$ cat config.mk
export PLATFORM = sky130hd
export DESIGN_NAME = idle_wakeup_domain_ctrl
export DESIGN_NICKNAME = d
export VERILOG_FILES = /design/src/idle_wake_pkg.sv /design/src/idle_wakeup_domain_ctrl.sv
export VERILOG_INCLUDE_DIRS = /design/src
export SDC_FILE = /design/constraint.sdc
export NUM_CORES = 1
export LEC_CHECK = 0
export ABC_AREA = 1
export BUFFER_PORTS_ARGS = -buffer_cell sky130_fd_sc_hd__buf_2
export CAP_MARGIN = 25
export CELL_PAD_IN_SITES_DETAIL_PLACEMENT = 0
export CELL_PAD_IN_SITES_GLOBAL_PLACEMENT = 1
export CORE_MARGIN = 3
export CORE_UTILIZATION = 40
export DETAILED_ROUTE_END_ITERATION = 10
export MAX_ROUTING_LAYER = met4
export PLACE_DENSITY_LB_ADDON = 0.08
export SETUP_SLACK_MARGIN = 0.3
export SYNTH_ARGS = -nofsm -noshare
export SYNTH_HDL_FRONTEND = slang
export SYNTH_SLANG_ARGS = --single-unit
$ cat constraint.sdc
create_clock -name pclk -period 2.06 [get_ports pclk]
set_input_delay 0.412 -clock pclk [delete_from_list [all_inputs] [get_ports pclk]]
set_output_delay 0.412 -clock pclk [all_outputs]
set_load 0.05 [all_outputs]
$ cat src/idle_wake_regs.svh
// Purpose: register offsets, field positions, reset values and timing
// Assumes: APB byte addresses are four times the register index
// Notes: definitions only
`ifndef IDLE_WAKE_REGS_SVH
`define IDLE_WAKE_REGS_SVH
// ----------------------------------------------------------------
// Register indices and byte addresses
// ----------------------------------------------------------------
`define IDX_CONFIG 16'h0001
`define IDX_STATUS 16'h0002
`define IDX_PCTRL 16'h9400
`define IDX_PSTAT 16'h9401
`define IDX_MCTRL 16'h9402
`define IDX_MSTAT 16'h9403
`define IDX_PLLCS 16'h9404
`define IDX_WAKEN 16'h9405
`define IDX_XBSEL 16'h9406
`define IDX_IRQEN 16'h9407
`define ADDR_W 18
`define BYTE_ADDR(i) ({i, 2'h0})
// ----------------------------------------------------------------
// Config register fields
// ----------------------------------------------------------------
`define CFG_CPU 0
`define CFG_MP 1
`define CFG_ICACHE 2
`define CFG_PERIPH_DOMAIN_IDLE_BIT 3
`define CFG_CLK 4
`define CFG_EXT_MEMORY_INTERFACE 5
`define CFG_XPORT 6
`define CFG_MPORT 7
`define CFG_IPORT 8
`define CFG_CLKE 9
`define CFG_MASK 16'h03FF
// Companions needed with clock generator idle
`define CFG_CLK_NEED 16'h01E7
// ----------------------------------------------------------------
// Other fields
// ----------------------------------------------------------------
`define MP_DMA 0
`define MP_HPI 1
`define PER_SP0 0
`define PER_SP2 2
`define PER_UART 3
`define PER_EXT_MEMORY_INTERFACE 4
`define PLL_PWRDN 0
`define PLL_RST 1
`define PLL_OSCPD 2
`define PLL_SEL 3
`define PLL_LOCK 4
`define XB_SP2 0
`define XB_UART 1
`define XB_EXT_MEMORY_INTERFACE 2
`define WK_NMI 4
`define ZERO16 16'h0000
// Oscillator settle time in reference cycles
`define OSC_SETTLE_CYC 41032
`endif

$ cat src/idle_wake_pkg.sv
// Purpose: types for the idle and wake-up controller
// Assumes: nothing
// Notes: Gray coded sequencer states
package idle_wake_pkg;
  // Sequencer states, Gray along the usual path
  typedef enum logic [1:0]
  {
    ST_RUN = 2'h0,
    ST_DRAIN = 2'h1,
    ST_IDLE = 2'h3,
    ST_SETTLE = 2'h2
  } seq_state_t;
endpackage

$ cat src/idle_wakeup_domain_ctrl.sv
// Purpose: clock domain idle entry and wake-up control behind APB
// Assumes: cpu idle strobe is one pclk cycle, pins are asynchronous
// Notes: gate outputs are high while the domain clock runs
// Operation
// Clock divider idles at once on instruction
// PLL and oscillator power down if armed
// Memory interface idles after DMA finishes
// Reset makes every domain active; code keeps muxed SP2, UART and memory i/f gated until selected
// CPU wakes on NMI or enabled irq
// Memory interface wakes with the CPU
// Clear master bit, idle wakes DMA+host
// Master control zero wakes one module
// Clear periph bit, idle wakes peripherals
// Periph control zero wakes that peripheral
// Zero config plus idle enables clocks
// Software clears PLL bits, polls lock
// PLL select one sources clocks from PLL
// Wake enables select pins for deep idle
// Count oscillator settle after wake/reset
// Software clears oscillator power-down too
// Status copies config only on instruction
// Interrupt wake clears cpu/clock status bits
// Deepest idle wakes on external irq only; code also wakes it on NMI if WK_NMI is enabled
// Serial transfer auto-wakes serial and DMA
// Unselected muxed modules gated, access errors
// Register writes only arm idle
// Clock idle without companions: bus error
// Clock idle needs both clock bits
// Strobe samples, gates update next clock
`timescale 1ns/1ps
`include "idle_wake_regs.svh"
module idle_wakeup_domain_ctrl #(
  parameter int SETTLE_CYC = `OSC_SETTLE_CYC,
  parameter int NPER = 16
)(
  // APB slave
  input wire logic pclk,
  input wire logic presetn,
  input wire logic psel,
  input wire logic penable,
  input wire logic pwrite,
  input wire logic [`ADDR_W-1:0] paddr,
  input wire logic [31:0] pwdata,
  output logic [31:0] prdata,
  output logic pready,
  output logic pslverr,
  // CPU events
  input wire logic idle_instr,
  input wire logic [15:0] cpu_irq,
  input wire logic muxed_access,
  input wire logic [2:0] muxed_which,
  // Pins, asynchronous
  input wire logic nmi_n,
  input wire logic [3:0] ext_irq,
  input wire logic pll_lock_pin,
  // Activity from gated modules
  input wire logic dma_busy,
  input wire logic ext_memory_interface_busy,
  input wire logic sp_xfer_req,
  // Domain gates and power
  output logic cpu_clk_en,
  output logic clkgen_en,
  output logic master_port_en,
  output logic icache_en,
  output logic xport_en,
  output logic mport_en,
  output logic iport_en,
  output logic dma_clk_en,
  output logic hpi_clk_en,
  output logic [NPER-1:0] periph_clk_en,
  output logic pll_pwrdn,
  output logic osc_pwrdn,
  output logic pll_sourced,
  output logic cpu_run,
  output logic bus_err_irq
);
  // ----------------------------------------------------------------
  // Parameter checks
  // ----------------------------------------------------------------
  if (NPER != 16 || SETTLE_CYC < 1 || SETTLE_CYC > 65535)
  begin : g_chk
    $error("unsupported parameter values");
  end

  // ----------------------------------------------------------------
  // Pin synchronisers
  // ----------------------------------------------------------------
  logic [5:0] sync1_q; // First stage, read only by second
  logic [5:0] sync2_q; // Usable pin levels
  always_ff @(posedge pclk or negedge presetn)
  begin
    if (!presetn)
    begin
      // Idle levels, so no false NMI right after reset
      sync1_q <= 6'h00;
      sync2_q <= 6'h00;
    end
    else
    begin
      sync1_q <= {pll_lock_pin, ext_irq, ~nmi_n};
      sync2_q <= sync1_q;
    end
  end
  wire nmi_s = sync2_q[0];
  wire [3:0] ext_s = sync2_q[4:1];
  wire lock_s = sync2_q[5];

  // ----------------------------------------------------------------
  // Registers
  // ----------------------------------------------------------------
  logic [15:0] cfg_q; // Armed domain idle settings
  logic [15:0] stat_q; // Domains currently idle
  logic [15:0] pctl_q; // Armed peripheral idles
  logic [15:0] pst_q; // Peripherals idle
  logic [15:0] mctl_q; // Armed master idles
  logic [15:0] mst_q; // Master modules idle
  logic [15:0] pll_q; // PLL power and select bits
  logic [15:0] wake_source_enable_reg_q; // Deep idle wake sources
  logic [15:0] xbs_q; // Muxed module select
  logic [15:0] irqen_q; // Interrupt enables (both halves)
  logic [15:0] cnt_q; // Settle countdown
  logic err_q; // Bus error interrupt pulse
  idle_wake_pkg::seq_state_t st_q;
  idle_wake_pkg::seq_state_t st_d;

  // ----------------------------------------------------------------
  // Address decode
  // ----------------------------------------------------------------
  wire acc = psel && penable;
  wire wr = acc && pwrite;
  wire [`ADDR_W-1:0] a = paddr;
  wire h_cfg = a == `BYTE_ADDR(`IDX_CONFIG);
  wire h_st = a == `BYTE_ADDR(`IDX_STATUS);
  wire h_pc = a == `BYTE_ADDR(`IDX_PCTRL);
  wire h_ps = a == `BYTE_ADDR(`IDX_PSTAT);
  wire h_mc = a == `BYTE_ADDR(`IDX_MCTRL);
  wire h_ms = a == `BYTE_ADDR(`IDX_MSTAT);
  wire h_pl = a == `BYTE_ADDR(`IDX_PLLCS);
  wire h_wk = a == `BYTE_ADDR(`IDX_WAKEN);
  wire h_xb = a == `BYTE_ADDR(`IDX_XBSEL);
  wire h_ie = a == `BYTE_ADDR(`IDX_IRQEN);
  wire hit = h_cfg | h_st | h_pc | h_ps | h_mc | h_ms | h_pl | h_wk
    | h_xb | h_ie;
  // Zero-wait slave; unmapped addresses answer with an error
  assign pready = 1'b1;
  assign pslverr = acc && !hit;
  wire [15:0] pll_rd = {pll_q[15:5], lock_s, pll_q[3:0]};
  wire [15:0] rd16 = h_cfg ? cfg_q : h_st ? stat_q : h_pc ? pctl_q
    : h_ps ? pst_q : h_mc ? mctl_q : h_ms ? mst_q : h_pl ? pll_rd
    : h_wk ? wake_source_enable_reg_q : h_xb ? xbs_q : h_ie ? irqen_q : `ZERO16;
  assign prdata = {16'h0000, rd16};

  // ----------------------------------------------------------------
  // Idle instruction decode
  // ----------------------------------------------------------------
  wire clk_req = cfg_q[`CFG_CLK] | cfg_q[`CFG_CLKE];
  // Both clock bits must be set, with all companions
  wire cfg_bad = clk_req &&
    ((cfg_q & `CFG_CLK_NEED) != `CFG_CLK_NEED
     || !cfg_q[`CFG_CLKE] || !cfg_q[`CFG_CLK]);
  wire take = idle_instr && st_q == idle_wake_pkg::ST_RUN;
  wire take_ok = take && !cfg_bad;
  // Muxed module access while deselected
  wire mux_err = muxed_access && |(muxed_which & ~xbs_q[2:0]);

  // Wake conditions
  wire [3:0] ext_en = ext_s & irqen_q[3:0];
  wire cpu_wake = nmi_s || |(cpu_irq & irqen_q);
  wire deep_wake = (nmi_s && wake_source_enable_reg_q[`WK_NMI])
    || |(ext_en & wake_source_enable_reg_q[3:0]); // see
  wire clk_off = stat_q[`CFG_CLK];
  wire wake = clk_off ? deep_wake : cpu_wake;
  wire ext_memory_interface_wait = cfg_q[`CFG_EXT_MEMORY_INTERFACE] && dma_busy;

  // ----------------------------------------------------------------
  // Sequencer
  // ----------------------------------------------------------------
  always_comb
  begin
    st_d = st_q;
    case (st_q)
      idle_wake_pkg::ST_RUN:
        if (take_ok && cfg_q[`CFG_CPU])
          st_d = ext_memory_interface_wait ? idle_wake_pkg::ST_DRAIN
            : idle_wake_pkg::ST_IDLE;
      idle_wake_pkg::ST_DRAIN:
        if (!dma_busy)
          st_d = idle_wake_pkg::ST_IDLE;
      idle_wake_pkg::ST_IDLE:
        if (wake)
          st_d = stat_q[`CFG_CLK] && pll_q[`PLL_OSCPD]
            ? idle_wake_pkg::ST_SETTLE : idle_wake_pkg::ST_RUN;
      idle_wake_pkg::ST_SETTLE:
        if (cnt_q == 16'h0001)
          st_d = idle_wake_pkg::ST_RUN;
      default:
        st_d = idle_wake_pkg::ST_RUN;
    endcase
  end

  // Reset also counts the settle period before running
  always_ff @(posedge pclk or negedge presetn)
  begin
    if (!presetn)
    begin
      st_q <= idle_wake_pkg::ST_SETTLE;
      cnt_q <= 16'hFFFF;
    end
    else
    begin
      st_q <= st_d;
      if (st_q != idle_wake_pkg::ST_SETTLE)
        cnt_q <= 16'(SETTLE_CYC);
      else if (cnt_q == 16'hFFFF)
        cnt_q <= 16'(SETTLE_CYC - 1);
      else
        cnt_q <= cnt_q - 16'h0001;
    end
  end

  // ----------------------------------------------------------------
  // Software registers
  // ----------------------------------------------------------------
  // Writes only arm; status follows on the instruction
  always_ff @(posedge pclk or negedge presetn)
  begin
    if (!presetn)
    begin
      cfg_q <= `ZERO16; // see
      pctl_q <= `ZERO16;
      mctl_q <= `ZERO16;
      pll_q <= `ZERO16;
      wake_source_enable_reg_q <= `ZERO16;
      xbs_q <= `ZERO16;
      irqen_q <= `ZERO16;
    end
    else
    begin
      if (wr && h_cfg)
        cfg_q <= pwdata[15:0] & `CFG_MASK;
      if (wr && h_pc)
        pctl_q <= pwdata[15:0];
      if (wr && h_mc)
        mctl_q <= pwdata[15:0];
      if (wr && h_pl)
        pll_q <= {11'h000, 1'b0, pwdata[3:0]}; // see
      if (wr && h_wk)
        wake_source_enable_reg_q <= pwdata[15:0];
      if (wr && h_xb)
        xbs_q <= pwdata[15:0];
      if (wr && h_ie)
        irqen_q <= pwdata[15:0];
    end
  end

  // ----------------------------------------------------------------
  // Idle status registers
  // ----------------------------------------------------------------
  // Auto-wake of serial port and DMA on external transfer
  wire sp_auto = pst_q[`PER_SP0] && mst_q[`MP_DMA]
    && !stat_q[`CFG_CLK] && !pll_q[`PLL_PWRDN] && sp_xfer_req;
  wire waking = st_q == idle_wake_pkg::ST_IDLE && wake;
  always_ff @(posedge pclk or negedge presetn)
  begin
    if (!presetn)
    begin
      stat_q <= `ZERO16;
      pst_q <= `ZERO16;
      mst_q <= `ZERO16;
    end
    else
    begin
      if (take_ok)
      begin
        // Copy armed settings; EXT_MEMORY_INTERFACE waits for DMA in drain
        stat_q <= cfg_q; // see see
        pst_q <= cfg_q[`CFG_PERIPH_DOMAIN_IDLE_BIT] ? pctl_q : `ZERO16;
        mst_q <= cfg_q[`CFG_MP] ? mctl_q : `ZERO16;
      end
      else
      begin
        if (waking)
        begin
          // Clear cpu, clock, memory interface, xport and iport status; mport and config kept
          stat_q[`CFG_CPU] <= 1'b0;
          stat_q[`CFG_CLK] <= 1'b0;
          stat_q[`CFG_CLKE] <= 1'b0;
          stat_q[`CFG_EXT_MEMORY_INTERFACE] <= 1'b0;
          stat_q[`CFG_XPORT] <= 1'b0;
          stat_q[`CFG_IPORT] <= 1'b0;
          pst_q[`PER_EXT_MEMORY_INTERFACE] <= 1'b0;
        end
        else
          pst_q <= pst_q & pctl_q;
        mst_q <= mst_q & mctl_q;
      end
    end
  end

  // Bus error on bad clock idle or gated module access
  always_ff @(posedge pclk or negedge presetn)
  begin
    if (!presetn)
      err_q <= 1'b0;
    else
      err_q <= (take && cfg_bad) || mux_err; // see
  end

  // ----------------------------------------------------------------
  // Gate outputs
  // ----------------------------------------------------------------
  wire drain = st_q == idle_wake_pkg::ST_DRAIN;
  wire ext_memory_interface_off = stat_q[`CFG_EXT_MEMORY_INTERFACE] && !drain && !ext_memory_interface_busy;
  assign cpu_clk_en = !stat_q[`CFG_CPU];
  assign clkgen_en = !stat_q[`CFG_CLK];
  assign master_port_en = !stat_q[`CFG_MP];
  assign icache_en = !stat_q[`CFG_ICACHE];
  assign xport_en = !stat_q[`CFG_XPORT];
  assign mport_en = !stat_q[`CFG_MPORT];
  assign iport_en = !stat_q[`CFG_IPORT];
  assign dma_clk_en = !mst_q[`MP_DMA] || sp_auto;
  assign hpi_clk_en = !mst_q[`MP_HPI];
  genvar gi;
  for (gi = 0; gi < NPER; gi++)
  begin : g_per
    wire sel_ok = gi == `PER_SP2 ? xbs_q[`XB_SP2]
      : gi == `PER_UART ? xbs_q[`XB_UART]
      : gi == `PER_EXT_MEMORY_INTERFACE ? xbs_q[`XB_EXT_MEMORY_INTERFACE] : 1'b1;
    wire idle_b = gi == `PER_EXT_MEMORY_INTERFACE ? (pst_q[gi] && !ext_memory_interface_busy)
      || ext_memory_interface_off : pst_q[gi];
    wire auto_b = gi == `PER_SP0 && sp_auto;
    assign periph_clk_en[gi] = sel_ok && (!idle_b || auto_b);
  end
  // Power-down only while the clock generator is idle and the bit is armed
  assign pll_pwrdn = stat_q[`CFG_CLK] && pll_q[`PLL_PWRDN];
  assign osc_pwrdn = stat_q[`CFG_CLK] && pll_q[`PLL_OSCPD];
  assign pll_sourced = pll_q[`PLL_SEL] && lock_s;
  assign cpu_run = st_q == idle_wake_pkg::ST_RUN && !stat_q[`CFG_CPU];
  assign bus_err_irq = err_q;

  // ----------------------------------------------------------------
  // Assertions
  // ----------------------------------------------------------------
  status_copy_a: assert property (@(posedge pclk) disable iff (!presetn)
    take_ok |=> stat_q == $past(cfg_q))
    else $error("status not copied on idle instruction");
  status_hold_a: assert property (@(posedge pclk) disable iff (!presetn)
    (!take && !waking) |=> stat_q == $past(stat_q))
    else $error("status changed without instruction or wake");
  bad_clock_a: assert property (@(posedge pclk) disable iff (!presetn)
    (take && cfg_bad) |=> bus_err_irq && stat_q == $past(stat_q))
    else $error("bad clock idle not flagged");
  wake_cpu_a: assert property (@(posedge pclk) disable iff (!presetn)
    (waking && !clk_off) |=> cpu_clk_en && st_q == idle_wake_pkg::ST_RUN)
    else $error("cpu did not wake");
  ext_memory_interface_wake_a: assert property (@(posedge pclk) disable iff (!presetn)
    waking |=> !pst_q[`PER_EXT_MEMORY_INTERFACE] && !stat_q[`CFG_EXT_MEMORY_INTERFACE])
    else $error("memory interface stayed idle");
  master_wake_a: assert property (@(posedge pclk) disable iff (!presetn)
    (!take && !mctl_q[`MP_DMA]) |=> dma_clk_en)
    else $error("dma not woken");
  drain_wait_a: assert property (@(posedge pclk) disable iff (!presetn)
    (st_q == idle_wake_pkg::ST_DRAIN && dma_busy) |=>
    st_q == idle_wake_pkg::ST_DRAIN)
    else $error("drain left while dma busy");
  pll_down_a: assert property (@(posedge pclk) disable iff (!presetn)
    pll_pwrdn |-> !clkgen_en && pll_q[`PLL_PWRDN])
    else $error("pll powered down without request");
  gated_mux_a: assert property (@(posedge pclk) disable iff (!presetn)
    !xbs_q[`XB_UART] |-> !periph_clk_en[`PER_UART])
    else $error("deselected module clock running");
  settle_a: assert property (@(posedge pclk) disable iff (!presetn)
    (st_q == idle_wake_pkg::ST_SETTLE && cnt_q > 16'h0001 &&
     cnt_q != 16'hFFFF) |=> !cpu_run)
    else $error("cpu ran during oscillator settle");
endmodule

==> metrics.txt <==
final worst setup slack -443 ps; CTS Buffer Depth 2; status complete, but fails checks; setup violators final 17; Setup crit start kind primary input; CTS Sinks roughly 170; Site Rows 52; CTS tree done; WHS Path Cells 1; Max Cap Viol 0; Max Clk Rate 400 MHz; final setup TNS -6550 ps; Post-DP HPWL about 20 mm; WP data arrival about 2100 ps; post-synthesis sequential area ratio 0.489; die area 23300 um2; Hold Path Class primary input to flip-flop; final hold vios 0; Final min period roughly 2500 ps; internal power roughly 5700 uW; worst vdd ir roughly 0.5 mV; gr usage total 0.245; Post-Route WL approximately 28 mm; Clk Latency, worst-skew pair about 440 ps; Slew Limit Fails 0; Via density about 5; CTS Buf Count 17; DRT iter0 DRCs 558; n_diodes 0; P_leak 0.00551 uW; Switch Pwr 2400 uW; synth top area cells dfrtp_1 44%, nand2_1 14%, inv_1 6.1%, o21ai_0 5.8%, dfstp_2 5.2%; Worst setup EP type output port; Fin Clk Skew about 10 ps; die height between 150 and 200 um; remaining global-route overflow 0; Final Cycle Share 1.21; RSZ-0062 raised after global routing true; syn avg cell area a little under 8 um2; flop and latch count out of synthesis between 150 and 200; CP required 1650 ps; Cells after Synth approximately 1100; WL per Instance ~18 um; initial antenna violation count 0; Commonest cells post-synth 310 x nand2_1, 150 x dfrtp_1, 139 x inv_1, 100 x o21ai_0, 83 x nor2_1; EDFF count, synth 0; core area slightly above 20000 um2; Die W 153 um; combinational fraction of design power 0.167; Port Buffer Count 115; Hold EP sync1_q[4]$_DFF_PN0_; Yosys top cell area share 0.437; failing checks negative setup slack; Post-Place Setup Slack -559 ps; clock power share 0.400; fin util 0.569; Antenna Nets Post-Route 0; Yosys Warn Count 0; area of the multi-input gates 4260 um2; pin count of the biggest net entering global routing 63; routed via count ~8000; Pre-antenna DRT Iters 5; Sw Share 0.296; DRC 0; min-delay src ext_irq[3]; Primary FF master, synth dfrtp_1; reg-to-reg critical path endpoint pst_q[12]$_DFFE_PN0P_; vias in the first global route roughly 7700; worst r2r src stat_q[4]$_DFFE_PN0P_; reg2reg path depth 8; post-synth cell types 44; Mapped Area 8590 um2; most common cell in the netlist nand2_1; layout cells sized above 1 0.314; Flop pwr share 0.432; FILL cells a little under 2000; setup slack, reg-to-reg around 220 ps; cell taking the most area after synthesis dfrtp_1; routability cong. 0.893; async set or reset register ratio after synthesis 1.00; io pins between 100 and 150; Power Density roughly 690 nW/um2; Syn-to-layout area delta 37.0%; register area approximately 4200 um2; Clock transition at path regs ~60 ps; H-tree levels 4; clk root buf clkbuf_16; Nets around 1400; crit-path max FO 6; Crit Path Category primary input to output port; Initial Util 0.415; first-pass GRT wire length ~44 mm
[layer usage]
layer / global-route usage / up-vias / routed length, um
met2: 0.373 / 220 / 12900
met5: - / - / 0
met4: 0.0509 / 0 / 333
li1: - / 3950 / -
met1: 0.349 / 3850 / 13400
met3: 0.0435 / 28 / 1280
[power groups by stage]
stage	Sequential (uW)	Clock (uW)	Combinational, uW
floorplan	3550	0	697
global placement	3570	0	1110
detailed placement	3570	0	1110
CTS	3510	3310	1250
global route	3520	3440	1480
finish	3510	3250	1360
[critical path, cell delays in order]
cell and delay (ps):
buf_6 100, nor2_4 120, nand2_4 80, nor2_8 180, buf_4 130, nand4_1 120, buf_4 170, buf_4 150
nand2_1 70, inv_1 50, nand4_1 90, nand2_1 60, nand2_1 80, nand2_2 60, nand2_4 70, buf_8 150
[registers in the layout, summed over array words and instances, names as in the netlist]
register / cells
mctl_q: 16
irqen_q: 16
pst_q: 16
sync2_q: 6
cfg_q: 10
pctl_q: 16
st_q: 2
stat_q: 10
wake_source_enable_reg_q: 16
cnt_q: 16
bus_err_irq: 1
mst_q: 16
pll_q: 4
sync1_q: 6
xbs_q: 16
[cell usage in the layout, fill, tap and decap left out, types with 5 or more instances in the layout]
master and n:
dfstp_2 17, o21ai_2 11, a21oi_1 48, inv_1 132, nor2_1 72, nand4_1 26
o21ai_0 77, dfrtp_1 146, nand3_1 25, a21oi_4 6, a21oi_2 9, nand3_2 11
inv_6 5, nor3_1 6, conb_1 17, nand2_4 19, clkbuf_16 18, buf_4 64
buf_2 82, buf_6 35, nor2_4 19, buf_12 15, nor2_2 5, buf_8 12
nand2_1 267, nand2_2 34, inv_2 12, a22oi_1 6, o21ai_1 49, a31oi_1 5
[kinds of logic (layout without fill, tap and decap cells)]
kind of cell,Yosys count,after routing,share of synthesized area
DFF,167,167,0.489
and+or+nand+nor,497,499,0.251
adders and majority gates,3,3,0.00437
xor gates and xnor gates,5,5,0.00510
other,2,17,0.000875
AOI/OAI and AO/OA,236,236,0.147
buffers and inverters,202,390,0.102
[worst max-delay path by stage]
| stage | from | to | slack (ps) | cells after the start |
|---|---|---|---|---|
| 2_1_floorplan | paddr[15] | prdata[9] | -110 | 12 |
| 4_1_cts | paddr[11] | prdata[12] | -410 | 12 |
| 6_report | paddr[10] | prdata[1] | -440 | 16 |
| 3_5_place_dp | paddr[7] | prdata[6] | -560 | 15 |
| 5_1_grt | paddr[10] | prdata[4] | -550 | 18 |
| 3_3_place_gp | paddr[7] | prdata[14] | -560 | 13 |
[cell type report]
type	count	share of cell area
Multi-Input combinational cell	760	0.362
Sequential cell	167	0.357
Timing Repair Buffer	211	0.154
Inverter	148	0.0488
Clock buffer	18	0.0373
Tap cell	270	0.0287
Clock inverter	13	0.0121
[through the flow]
stage	std cells	area, um2	power, uW	hold slack [ps]
2_1_floorplan	1127	8890	4240	116
3_3_place_gp	1528	10100	4680	335
3_5_place_dp	1528	10100	4680	336
4_1_cts	1574	11400	8070	69.4
5_1_grt	1587	11800	8440	70.9
6_report	1587	11800	8110	85.7
[what timing repair did]
item,4_1_cts,5_1_grt
pin swaps,44,40
setup buffers,12,12
cloned,2,1
hold endpoints to repair,24,0
setup endpoints to repair,63,52
hold buffers,1,0
resized for setup,156,69
Power figures use the tool's default switching activity.
